## src/shared/enc_pos_pkg.sv

```systemverilog
package enc_pos_pkg;

  // ==========================================================================
  // Widths and spans
  localparam int unsigned SPAN_W       = 26;            // Holds spans up to 2^26 - 1
  localparam int unsigned HW_SPAN_ST   = 4096;          // Single-turn hardware span
  localparam int unsigned HW_SPAN_MT   = 16777216;      // Multi-turn hardware span
  localparam int unsigned CPT_DEF      = 4096;          // Counts per turn default

  // ==========================================================================
  // Configuration reset values
  localparam logic        DIR_RST      = 1'b0;          // Count direction select
  localparam logic        EXT_RST      = 1'b1;          // Extended feature set
  localparam logic        SCALE_RST    = 1'b1;          // Custom scaling enabled
  localparam logic [31:0] OFFSET_RST   = 32'h0000_0000; // Retained preset offset

  // ==========================================================================
  // Preset and position word layout
  localparam int unsigned PRESET_FLAG_BIT = 31;          // Preset request flag
  localparam int unsigned PRESET_VAL_MSB  = 30;          // Top bit of preset value
  localparam int unsigned POS_BYTES       = 4;           // Byte 0 carries bits 31-24

  // ==========================================================================
  // Diagnostic block layout
  localparam int unsigned DIAG_LEN      = 6;
  localparam logic [2:0]  DIAG_STAT1    = 3'h0;
  localparam logic [2:0]  DIAG_STAT2    = 3'h1;
  localparam logic [2:0]  DIAG_STAT3    = 3'h2;
  localparam logic [2:0]  DIAG_MASTER   = 3'h3;
  localparam logic [2:0]  DIAG_MAKER_HI = 3'h4;
  localparam logic [2:0]  DIAG_MAKER_LO = 3'h5;

  // ==========================================================================
  // Indicator timing
  localparam int unsigned CLK_MHZ       = 250;
  localparam int unsigned BLINK_HALF_MS = 250;           // Green flash half period
  localparam int unsigned BLINK_CYC     = BLINK_HALF_MS * 1000 * CLK_MHZ;

endpackage

```

## src/hdl/encoder_preset_and_wrap_zone.sv

```systemverilog
`timescale 1ns/1ns

// Functional notes
// RULE_01: Preset word with top bit set is reported as position by third cycle (code reports it next cycle, only if below the active span).
// RULE_02: A received preset is committed to retained storage at once, no save command.
// RULE_03: Master should preset only while the shaft stands still; not checked.
// RULE_04: Diagnostic request always answered with six bytes: status, master id, maker id.
// RULE_05: Wrap zone size is hardware span remainder after repeated scaled span subtraction.
// RULE_06: Entering the wrap zone makes the reported position jump.
// RULE_07: In the wrap zone last position before zero equals scaled span minus one.
// RULE_08: Inside wrap zone green indicator flashes, red stays off.
// RULE_09: Defaults: direction 0, extended 1, scaling 1, 4096 per turn, span per model.
// RULE_10: Preset word bit 31 clear changes nothing; set takes bits 30..0 as preset (code drops a value not below the active span).
// RULE_11: Position is a right-aligned 32-bit word, most significant byte first.
// RULE_12: Outside the wrap zone position wraps modulo the active span.
module encoder_preset_and_wrap_zone #(
  parameter int unsigned W          = enc_pos_pkg::SPAN_W,
  parameter int unsigned HW_SPAN    = enc_pos_pkg::HW_SPAN_MT,
  parameter int unsigned BLINK_CYC  = enc_pos_pkg::BLINK_CYC,
  parameter logic [15:0] MAKER_ID   = 16'h5A5A                // Arbitrary value
) (
  input  wire logic         mclk,            // Device clock, 250 MHz
  input  wire logic         srst,            // Synchronous reset, active high
  input  wire logic [W-1:0] raw_count,       // Hardware count from sensor pins
  input  wire logic         cfg_wr,          // Configuration load strobe
  input  wire logic         cfg_dir,         // Count direction select
  input  wire logic         cfg_ext,         // Extended feature set
  input  wire logic         cfg_scale,       // Custom scaling enable
  input  wire logic [W-1:0] cfg_span,        // Scaled total span
  input  wire logic         xchg_valid,      // Cyclic exchange strobe
  input  wire logic [31:0]  xchg_word,       // Word received from master
  input  wire logic [1:0]   pos_byte_idx,    // Position byte select, 0 is MSB
  output logic      [7:0]   pos_byte_ff,     // Selected position byte
  output logic      [31:0]  pos_word_ff,     // Reported position word
  input  wire logic         diag_req,        // diagnostic_request_service strobe
  input  wire logic [2:0]   diag_idx,        // Diagnostic byte index
  input  wire logic [7:0]   diag_stat1,      // Status byte 1
  input  wire logic [7:0]   diag_stat2,      // Status byte 2
  input  wire logic [7:0]   diag_stat3,      // Status byte 3
  input  wire logic [7:0]   diag_master_id,  // Master identifier
  output logic      [7:0]   diag_byte_ff,    // Diagnostic answer byte
  output logic              diag_ack_ff,     // Answer valid pulse
  output logic              in_zone_ff,      // Position inside wrap zone
  output logic              led_green,       // Green indicator
  output logic              led_red          // Red indicator
);

  typedef enum logic [2:0] {ZONE_LD, ZONE_DIV, POS_LD, POS_DIV, PUBLISH} calc_t;

  localparam logic [W-1:0] HW_SPAN_V = W'(HW_SPAN);
  localparam int unsigned  BLK_W     = $clog2(BLINK_CYC + 1);

  // ==========================================================================
  // Pin synchroniser
  logic [W-1:0] cnt_meta_ff;
  logic [W-1:0] cnt_sync_ff;

  // Count word is taken to be stable across the two stages (sensor holds it)
  always_ff @(posedge mclk) begin
    cnt_meta_ff <= raw_count;
    cnt_sync_ff <= cnt_meta_ff;
  end

  // ==========================================================================
  // Configuration registers
  logic         dir_ff;
  logic         ext_ff;
  logic         scale_ff;
  logic [W-1:0] span_ff;

  // A zero span is refused so the remainder unit never divides by zero
  always_ff @(posedge mclk) begin
    if (srst) begin
      dir_ff   <= enc_pos_pkg::DIR_RST;                      // RULE_09
      ext_ff   <= enc_pos_pkg::EXT_RST;                      // RULE_09
      scale_ff <= enc_pos_pkg::SCALE_RST;                    // RULE_09
      span_ff  <= HW_SPAN_V;                                 // RULE_09
    end else if (cfg_wr && (cfg_span != '0) && (cfg_span <= HW_SPAN_V)) begin
      dir_ff   <= cfg_dir;
      ext_ff   <= cfg_ext;
      scale_ff <= cfg_scale;
      span_ff  <= cfg_span;
    end
  end

  // ==========================================================================
  // Active span and direction-corrected count
  wire          scale_on  = ext_ff & scale_ff;
  wire [W-1:0]  act_span  = scale_on ? span_ff : HW_SPAN_V;  // RULE_12
  wire [W-1:0]  cnt_dir   = dir_ff ? (HW_SPAN_V - W'(1) - cnt_sync_ff) : cnt_sync_ff;

  // Offset from retained storage, folded into the hardware span
  logic [31:0]  offset_rd;
  wire  [W:0]   off_sum   = {1'b0, cnt_dir} + {1'b0, offset_rd[W-1:0]};
  wire  [W-1:0] adj_count = (off_sum >= {1'b0, HW_SPAN_V}) ? W'(off_sum - {1'b0, HW_SPAN_V}) : off_sum[W-1:0];

  // ==========================================================================
  // Preset capture
  wire          preset_flag = xchg_word[enc_pos_pkg::PRESET_FLAG_BIT];
  wire  [30:0]  preset_val  = xchg_word[enc_pos_pkg::PRESET_VAL_MSB:0];
  // Out-of-range presets are dropped rather than folded, keeping reports in span
  wire          preset_ok   = (preset_val < 31'(act_span));
  wire          preset_take = xchg_valid & preset_flag & preset_ok;   // RULE_10
  wire  [W-1:0] preset_w    = W'(preset_val);
  wire  [W-1:0] new_offset  = (preset_w >= cnt_dir) ? (preset_w - cnt_dir)
                                                    : W'(preset_w + HW_SPAN_V - cnt_dir);

  // Offset is written the same cycle the preset word arrives
  preset_store #(
    .DW         (32)
  ) u_store (
    .mclk       (mclk),
    .srst       (srst),
    .wr_en      (preset_take),                               // RULE_02
    .wr_data    (32'(new_offset)),
    .rd_data_ff (offset_rd)
  );

  // ==========================================================================
  // Sequential remainder unit, shared between zone size and wrap
  calc_t        st_ff;
  logic [W-1:0] dvd_ff;
  logic [W:0]   rem_ff;
  logic [W-1:0] zone_ff;
  logic [W-1:0] adj_ff;
  logic [$clog2(W+1)-1:0] bit_ff;

  wire  [W:0]   rem_sh   = {rem_ff[W-1:0], dvd_ff[W-1]};
  wire          rem_ge   = (rem_sh >= {1'b0, act_span});
  wire  [W:0]   rem_nxt  = rem_ge ? (rem_sh - {1'b0, act_span}) : rem_sh;
  wire          div_last = (bit_ff == ($clog2(W+1))'(1));

  // Zone boundary and the two mappings of the adjusted count
  wire  [W-1:0] zone_base = HW_SPAN_V - zone_ff;
  wire          zone_hit  = (zone_ff != '0) && (adj_ff >= zone_base);
  wire  [W-1:0] zone_pos  = W'(adj_ff - zone_base + act_span - zone_ff);   // RULE_07

  // Preset restarts the walk so a stale result is never published
  always_ff @(posedge mclk) begin
    if (srst || preset_take) begin
      st_ff   <= ZONE_LD;
      dvd_ff  <= '0;
      rem_ff  <= '0;
      bit_ff  <= '0;
      zone_ff <= '0;
      adj_ff  <= '0;
    end else begin
      case (st_ff)
        ZONE_LD: begin
          dvd_ff <= HW_SPAN_V;
          rem_ff <= '0;
          bit_ff <= ($clog2(W+1))'(W);
          st_ff  <= ZONE_DIV;
        end
        ZONE_DIV: begin
          dvd_ff <= {dvd_ff[W-2:0], 1'b0};
          rem_ff <= rem_nxt;                                 // RULE_05
          bit_ff <= bit_ff - 1'b1;
          if (div_last) begin
            st_ff <= POS_LD;
          end
        end
        POS_LD: begin
          zone_ff <= rem_ff[W-1:0];                          // RULE_05
          adj_ff  <= adj_count;
          dvd_ff  <= adj_count;
          rem_ff  <= '0;
          bit_ff  <= ($clog2(W+1))'(W);
          st_ff   <= POS_DIV;
        end
        POS_DIV: begin
          dvd_ff <= {dvd_ff[W-2:0], 1'b0};
          rem_ff <= rem_nxt;                                 // RULE_12
          bit_ff <= bit_ff - 1'b1;
          if (div_last) begin
            st_ff <= PUBLISH;
          end
        end
        PUBLISH: begin
          st_ff <= ZONE_LD;
        end
        default: begin
          st_ff <= ZONE_LD;
        end
      endcase
    end
  end

  // ==========================================================================
  // Reported position word
  wire [W-1:0] pub_pos = zone_hit ? zone_pos : rem_ff[W-1:0];            // RULE_06

  // A taken preset is reported at once, ahead of the next walk
  always_ff @(posedge mclk) begin
    if (srst) begin
      pos_word_ff <= 32'h0000_0000;
      in_zone_ff  <= 1'b0;
    end else if (preset_take) begin
      pos_word_ff <= {1'b0, preset_val};                     // RULE_01
      // A taken preset is below the active span, so it always lands outside the zone
      in_zone_ff  <= 1'b0;                                   // RULE_08
    end else if (st_ff == PUBLISH) begin
      pos_word_ff <= 32'(pub_pos);                           // RULE_11
      in_zone_ff  <= zone_hit;
    end
  end

  // Byte lane select, index 0 carries the most significant byte
  wire [4:0] lane_sh = 5'((enc_pos_pkg::POS_BYTES - 1 - pos_byte_idx) * 8);

  always_ff @(posedge mclk) begin
    if (srst) begin
      pos_byte_ff <= 8'h00;
    end else begin
      pos_byte_ff <= 8'(pos_word_ff >> lane_sh);             // RULE_11
    end
  end

  // ==========================================================================
  // Diagnostic answer, served in any state
  logic [7:0] diag_sel;

  always_comb begin
    case (diag_idx)
      enc_pos_pkg::DIAG_STAT1:    diag_sel = diag_stat1;
      enc_pos_pkg::DIAG_STAT2:    diag_sel = diag_stat2;
      enc_pos_pkg::DIAG_STAT3:    diag_sel = diag_stat3;
      enc_pos_pkg::DIAG_MASTER:   diag_sel = diag_master_id;
      enc_pos_pkg::DIAG_MAKER_HI: diag_sel = MAKER_ID[15:8];
      enc_pos_pkg::DIAG_MAKER_LO: diag_sel = MAKER_ID[7:0];
      default:                    diag_sel = 8'h00;
    endcase
  end

  always_ff @(posedge mclk) begin
    if (srst) begin
      diag_byte_ff <= 8'h00;
      diag_ack_ff  <= 1'b0;
    end else begin
      diag_ack_ff  <= diag_req;                              // RULE_04
      if (diag_req) begin
        diag_byte_ff <= diag_sel;                            // RULE_04
      end
    end
  end

  // ==========================================================================
  // Indicator flash divider
  logic [BLK_W-1:0] blk_cnt_ff;
  logic             blink_ff;
  wire              blk_tick = (blk_cnt_ff == BLK_W'(BLINK_CYC - 1));

  always_ff @(posedge mclk) begin
    if (srst) begin
      blk_cnt_ff <= '0;
      blink_ff   <= 1'b0;
    end else begin
      blk_cnt_ff <= blk_tick ? '0 : blk_cnt_ff + 1'b1;
      if (blk_tick) begin
        blink_ff <= ~blink_ff;
      end
    end
  end

  // Green steady in normal range, flashing in the wrap zone
  assign led_green = in_zone_ff ? blink_ff : 1'b1;           // RULE_08
  assign led_red   = 1'b0;                                   // RULE_08

endmodule // encoder_preset_and_wrap_zone

```

## src/hdl/preset_store.sv

```systemverilog
`timescale 1ns/1ns

// ============================================================================
// Retained preset offset storage; read data come from a register
module preset_store #(
  parameter int unsigned DW = 32
) (
  input  wire logic          mclk,       // Device clock
  input  wire logic          srst,       // Power-on reset, active high
  input  wire logic          wr_en,      // Commit strobe
  input  wire logic [DW-1:0] wr_data,    // Word to retain
  output logic      [DW-1:0] rd_data_ff  // Retained word
);

  logic [DW-1:0] mem_ff;

  // Storage cell and registered read port
  always_ff @(posedge mclk) begin
    if (srst) begin
      mem_ff     <= DW'(enc_pos_pkg::OFFSET_RST);
      rd_data_ff <= DW'(enc_pos_pkg::OFFSET_RST);
    end else begin
      if (wr_en) begin
        mem_ff <= wr_data;
      end
      rd_data_ff <= wr_en ? wr_data : mem_ff;
    end
  end

endmodule // preset_store

```

## config.mk

```make
export PLATFORM = sky130hd
export DESIGN_NAME = encoder_preset_and_wrap_zone
export DESIGN_NICKNAME = d
export VERILOG_FILES = /design/src/shared/enc_pos_pkg.sv /design/src/hdl/encoder_preset_and_wrap_zone.sv /design/src/hdl/preset_store.sv
export SDC_FILE = /design/constraint.sdc
export NUM_CORES = 1
export LEC_CHECK = 0
export BUFFER_PORTS_ARGS = -buffer_cell sky130_fd_sc_hd__buf_2
export CAP_MARGIN = 20
export CORE_ASPECT_RATIO = 1.25
export CORE_UTILIZATION = 51
export DETAILED_ROUTE_END_ITERATION = 8
export PLACE_DENSITY = 0.8
export SETUP_SLACK_MARGIN = 0.2
export SKIP_CTS_REPAIR_TIMING = 1
export SKIP_LAST_GASP = 1
export SLEW_MARGIN = 5
export SYNTH_ARGS = -nofsm -noshare
export SYNTH_HDL_FRONTEND = slang
export SYNTH_SLANG_ARGS = --single-unit
```

## constraint.sdc

```tcl
create_clock -name mclk -period 15.55 [get_ports mclk]
set_clock_uncertainty 0.05 [all_clocks]
set_input_delay 2.3325 -clock mclk [delete_from_list [all_inputs] [get_ports mclk]]
set_output_delay 2.3325 -clock mclk [all_outputs]
set_load 0.01 [all_outputs]
```

Word level (Yosys, flattened, before mapping)
Index checks and enable logic that the tools add are counted.
{"block": "word_totals", "register_bits": 295, "out_inout_bits": 52, "n_memories": 0, "word_cells": 91, "mem_bits_rw": 0, "romBits": 0, "latch_bits": 0, "inputBits": 129}
{"block": "classes", "add_sub_neg": 14, "muxes": 16, "bitwise": 4, "reduce_logical": 17, "shift": 1, "multipliers": 0, "eq_ne": 13, "n_div": 0, "n_lt_le_gt_ge": 6}
{"operator": "$mux 26", "n": 6}
{"operator": "$sub 26x26->26", "n": 5}
{"operator": "$pmux 26 s3", "n": 1}
{"operator": "$mux 31", "n": 2}
{"operator": "$ge 26x26->1", "n": 2}
{"operator": "$pmux 26 s2", "n": 1}
{"operator": "$reduce_bool 26->1", "n": 2}
{"operator": "$pmux 8 s5", "n": 1}
{"operator": "$lt 31x26->1", "n": 1}
{"operator": "$shr 31x5->8", "n": 1}
{"operator": "$add 26x26->27", "n": 1}
{"operator": "$ge 27x25->1 const B", "n": 1}
{"operator": "$ge 27x26->1", "n": 1}
{"operator": "$add 26x1->26 const B", "n": 1}
{"operator": "$add 26x25->26 const B", "n": 1}
{"operator": "$add 26x26->26", "n": 1}
{"operator": "$eq 26x26->1 const B", "n": 1}
{"operator": "$le 26x25->1 const B", "n": 1}
{"operator": "$sub 24x26->26 const A", "n": 1}
{"operator": "$sub 25x26->26 const A", "n": 1}
{"operator": "$sub 26x25->26 const B", "n": 1}
{"operator": "$eq 3x2->1 const B", "n": 4}
{"operator": "$pmux 3 s4", "n": 1}
{"operator": "$pmux 5 s2", "n": 1}
{"operator": "17 further kinds", "n": 32}

Longest topological paths before layout
{"block": "logic_depth", "depth_word": 7, "mapped_depth": 22, "ltp_nobuf": 21}

Hierarchy
A second synthesis with hierarchy kept.
{"block": "hier_totals", "hier_cells": 2556, "area_unflattened_um2": 21282.9}
{"module": "encoder_preset_and_wrap_zone", "seq_area_each_um2": 5385.2, "cells_each": 2453, "n_inst": 1, "area_per_inst_um2": 20119.3}
{"module": "preset_store", "seq_area_each_um2": 640.6, "cells_each": 103, "n_inst": 1, "area_per_inst_um2": 1163.6}

Worst setup path after synthesis
OpenSTA, ideal clock, no wires.
{"block": "synth_path", "path_kind": "register -> register", "start": "register zone_ff[0]", "end": "register pos_word_ff[24]", "synth_period_minus_slack_ns": 5.673, "path_slack_ns": 9.877, "arrival_ns": 5.483, "setup_ns": 0.140, "path_buffers": 1, "required_time_ns": 15.360, "path_stages_with_launch": 23, "cell_sequence": "dfxtp_1 inv_1 ha_1 nor3b_2 nand2b_1 or3_1 or4_1 clkbuf_1 nor4_1 mux2_2 fa_1 inv_1 ha_1 a21o_1 a21o_1 a21o_1 a21oi_1 a41oi_1 a31oi_1 xor2_1 nor2_1 a2111oi_0 a2111oi_1"}
{"block": "synth_between", "elab_chain_cells": 7}
{"element": "start, declared", "line_no": "encoder_preset_and_wrap_zone.sv:124", "source": "logic [W-1:0] zone_ff;"}
{"element": "start signal, assigned", "line_no": "encoder_preset_and_wrap_zone.sv:164", "source": "zone_ff <= rem_ff[W-1:0];"}
{"element": "$sub 25x26->26", "line_no": "encoder_preset_and_wrap_zone.sv:134", "source": "wire [W-1:0] zone_base = HW_SPAN_V - zone_ff;"}
{"element": "$sub 26x26->26", "line_no": "encoder_preset_and_wrap_zone.sv:136", "source": "wire [W-1:0] zone_pos = W'(adj_ff - zone_base + act_span - zone_ff);"}
{"element": "$add 26x26->26", "line_no": "encoder_preset_and_wrap_zone.sv:136"}
{"element": "$sub 26x26->26", "line_no": "encoder_preset_and_wrap_zone.sv:136"}
{"element": "$mux 26 *", "line_no": "encoder_preset_and_wrap_zone.sv:191", "source": "wire [W-1:0] pub_pos = zone_hit ? zone_pos : rem_ff[W-1:0];"}
{"element": "$mux 31 *", "line_no": "encoder_preset_and_wrap_zone.sv:202", "source": "end else if (st_ff == PUBLISH) begin"}
{"element": "$mux 31 *", "line_no": "encoder_preset_and_wrap_zone.sv:198", "source": "end else if (preset_take) begin"}
{"element": "end signal, assigned", "line_no": "encoder_preset_and_wrap_zone.sv:199", "source": "pos_word_ff <= {1'b0, preset_val};"}
{"element": "end signal, assigned", "line_no": "encoder_preset_and_wrap_zone.sv:203", "source": "pos_word_ff <= 32'(pub_pos);"}
{"element": "end, declared", "line_no": "encoder_preset_and_wrap_zone.sv:34", "source": "output logic [31:0] pos_word_ff,"}
Mark *: on every way between the ends. The rest lies on a longest branch, timed or not. The select of a mux whose other input is x is not followed.
A chain may end at the register's enable or synchronous reset.

Worst setup path in the final report
Same ends and word-level chain as after synthesis.

==> run summary <==
The worst setup path is of the flip-flop to flip-flop kind. The number of enable flip-flop cells after synthesis came out at 0. The slack of the worst reg-to-reg path came out at 9.18 ns. The max-cap check violation count came out at 0. The die span in y came out at 228 um. After synthesis, the share of flip-flops with an asynchronous set or reset is 0%. The largest net degree at the start of global routing came out at 75. The standard cell area after detailed placement came out at 0.0222 mm2. The leakage dissipation came out at 10.1 nW. STA classifies the critical path endpoint as a flip-flop. The global placer's final weighted congestion is 1.06. After layout, the minimum clock period comes to 6.37 ns. The number of clock sinks is 295. By instance count, the leading cell after synthesis is dfxtp_1. The worst relative slew slack is 42.8%. The first routing iteration left 1343 violations. Setup repair after global routing left no endpoint under its margin.

The synthesized area is 0.0208 mm2. The minimum setup slack after placement came out at 8.81 ns. In this run the count of I/O pins placed on the die edge is 181. The summed negative setup slack over all endpoints is 0 ns. The pin slew with the least headroom to its limit is 0.851 ns. The fraction of final layout cells sized beyond drive strength 1 came out at 11.7%. The number of global-route vias before repair was 18.8k. The tree is rooted in a clkbuf_16. The layout-stage area growth over the synthesis result is 12.4%. The flow ran to the end, and the final reports show no timing, DRC or antenna violations. The power density relative to cell area is 95.5 mW/mm2. The via count normalized by instance count came out at 5.95.

The worst setup path is launched from a flip-flop. The maximum resistive drop on vdd is 0.150 mV. The count of yosys warnings during synthesis came out at 0. The number of fillers in the final layout came out at 3576. The synthesized instance count came out at 2486.

The die is 183 um wide. The area used by multi-input combinational logic is 0.0140 mm2. The arrival time of data at the critical path endpoint is 6.72 ns.

For this run, the leading register cell type out of synthesis is dfxtp_1. Setup violations remaining at the end of the flow were counted as 0. Summed over all layers, the global routing overflow is 0. The maximum number of buffers from clock root to sink came out at 3.

The sequential-to-total area share from yosys stat is 28.4%. The share of the synthesized area in the top cell type came out at 28.4%. The cell taking the most area after synthesis is dfxtp_1. The mean instance size in the synthesized netlist is 8.37 um2. The die outline area is 0.0416 mm2.

The number of instances in the placed design is 3123. The number of iterations in the first detailed-routing pass is 6. The number of antenna violations at the first check in global routing came to 0.

The total wire length is 65800 um. The area used by sequential logic in the layout came out at 0.00591 mm2. The largest fanout on the critical path is 5. The final-stage net count came out at 2982. The synthesized flop and latch total is 295.

The DRC violations left is 0. The final core utilization is 58.3%. Clock tree synthesis inserted a total of 35 buffers.

The min-delay analysis places its worst path in the category flip-flop to flip-flop. The final number of hold-violating endpoints is 0. The routed layout has 19.0k vias. Summing all non-filler instances in the final layout gives an area of 0.0234 mm2. The fmax is 157 MHz. The number of cells in the finished layout apart from fillers came out at 3186. The worst path meets setup with 9.18 ns of slack.

TritonCTS built the clock tree. At the later pin of the worst-skew pair, clock insertion delay measures 0.56 ns. The count of different cell masters after synthesis came out at 86. The initial standard-cell utilization of the core came out at 51.9%. The detailed-route wire length per cell came out at 20.7 um.

The number of nets still failing antenna checks after routing came out at 0. The number of max-slew violations in the final report came out at 0. After synthesis, the most frequently instantiated cells are 295 x dfxtp_1, 256 x nor2_1, 247 x nand2_1.

The required time at the endpoint of the critical path came out at 15.90 ns. The first-pass GRT wire length is 103000 um. After synthesis, the cell types taking the most area are dfxtp_1 28%, ha_1 11%, fa_1 5.1%.

The maximum level of the CTS H-tree is 2. The HPWL after detailed placement is 51700 um. In the global route stage, overall resource usage came out at 31.7%. The count of buffers inserted at the top-level ports is 178.

The part of the cycle the worst path needs came out at 41.0%. Clock-pin slew was measured on the worst setup and hold paths at 0.06 ns. In this run the core area contains 82 standard-cell rows. The core region area is 0.0401 mm2.
[layout by cell type, fill, tap and decap left out, types with 8 or more instances in the layout]
cell type	netlist	layout
nand2_1	247	246
dfxtp_1	295	294
xor2_1	105	105
a22oi_1	9	9
or4_1	8	8
and3_1	22	22
clkbuf_16	0	37
o21ai_1	48	48
a2111oi_0	8	8
nand2b_1	18	18
nor2b_1	35	34
a211o_1	16	16
or3_1	16	16
fa_1	53	53
xnor2_1	96	96
mux2i_1	77	77
buf_2	2	178
ha_1	185	185
nor3_1	49	48
nor4_1	20	20
o31ai_1	10	10
mux2_2	10	10
a22o_1	15	15
o21a_1	25	25
a31oi_1	33	32
a21oi_1	209	209
a211oi_1	35	35
nand4_1	32	32
o21bai_1	13	13
a221oi_1	8	8
a311oi_1	10	10
o211ai_1	9	9
nor2_1	256	254
buf_4	3	17
and2_1	8	8
mux4_2	14	14
nand3_1	32	32
o21ai_0	56	56
a21o_1	54	54
inv_1	143	143
[kinds of logic after synthesis]
| family | synth area share (%) |
|---|---|
| muxes | 5.92 |
| xor gates and xnor gates | 8.46 |
| other | 0.0180 |
| buffers and inverters | 4.63 |
| adders and majority gates | 16.2 |
| and+or+nand+nor | 17.4 |
| DFF | 28.4 |
| AOI/OAI and AO/OA | 19.0 |
[worst max-delay path, stage by stage, from the launching register on]
cell and delay [ns]:
dfxtp_1 0.34, inv_1 0.13, ha_1 0.26, nor3b_2 0.44
nand2b_1 0.17, or3_1 0.40, or4_1 0.55, nor4_1 0.66
mux2_2 0.42, fa_1 0.48, inv_1 0.04, ha_1 0.35
a21o_1 0.18, a21o_1 0.17, a21o_1 0.18, a21oi_1 0.19
a41oi_1 0.21, a31oi_1 0.25, xor2_1 0.17, nor2_1 0.06
a2111oi_0 0.41, a2111oi_1 0.10
[registers in the layout, indices dropped and copies added (netlist names)]
| register | cells |
|---|---|
| pos_byte_ff | 8 |
| rem_ff | 26 |
| scale_ff | 1 |
| dvd_ff | 26 |
| blk_cnt_ff | 26 |
| zone_ff | 26 |
| in_zone_ff | 1 |
| cnt_sync_ff | 26 |
| blink_ff | 1 |
| cnt_meta_ff | 26 |
| bit_ff | 5 |
| adj_ff | 26 |
| ext_ff | 1 |
| u_store.rd_data_ff | 26 |
| diag_byte_ff | 8 |
| dir_ff | 1 |
| st_ff | 3 |
| pos_word_ff | 31 |
| span_ff | 26 |
| diag_ack_ff | 1 |
[per-stage QoR]
| step | hold WS, ns | power (W) |
|---|---|---|
| 2_1_floorplan | 0.260 | 0.00121 |
| 3_3_place_gp | 0.260 | 0.00135 |
| 3_5_place_dp | 0.262 | 0.00136 |
| 4_1_cts | 0.274 | 0.00223 |
| 5_1_grt | 0.280 | 0.00233 |
| 6_report | 0.273 | 0.00223 |
[metal layers]
metal	wire [um]	track usage [%]	up-vias
li1	-	-	9018
met1	25000	36.6	9078
met4	4320	19.6	0
met2	32200	54.5	666
met5	0	0	-
met3	4300	5.12	200
[report_power, final]
| part | internal (W) | switching (W) | leakage, nW |
|---|---|---|---|
| Sequential | 0.000774 | 0.0000151 | 2.40 |
| Combinational | 0.000233 | 0.000336 | 7.14 |
| Clock | 0.000529 | 0.000346 | 0.586 |
| Total | 0.00154 | 0.000698 | 10.1 |
[final cells by class]
class | instances | share of cell area [%]
multi-input cells | 1941 | 59.8
flip-flops and latches | 295 | 25.3
repair buffers | 197 | 4.56
clock buffers | 44 | 4.16
well taps | 546 | 2.92
inverters | 145 | 2.33
clock inverters | 17 | 1.01
diodes | 1 | 0.0107
[worst paths after layout]
path | startpoint | end | cells past startpoint
worst max-delay path | zone_ff[0]$_SDFFE_PP0P_ | pos_word_ff[24]$_SDFFE_PP0P_ | 21
worst min-delay path | cnt_meta_ff[21]$_DFF_P_ | cnt_sync_ff[21]$_DFF_P_ | 0
worst max register to register | zone_ff[0]$_SDFFE_PP0P_ | pos_word_ff[24]$_SDFFE_PP0P_ | 21
worst min register to register | cnt_meta_ff[21]$_DFF_P_ | cnt_sync_ff[21]$_DFF_P_ | 0
Power figures use the tool's default switching activity.
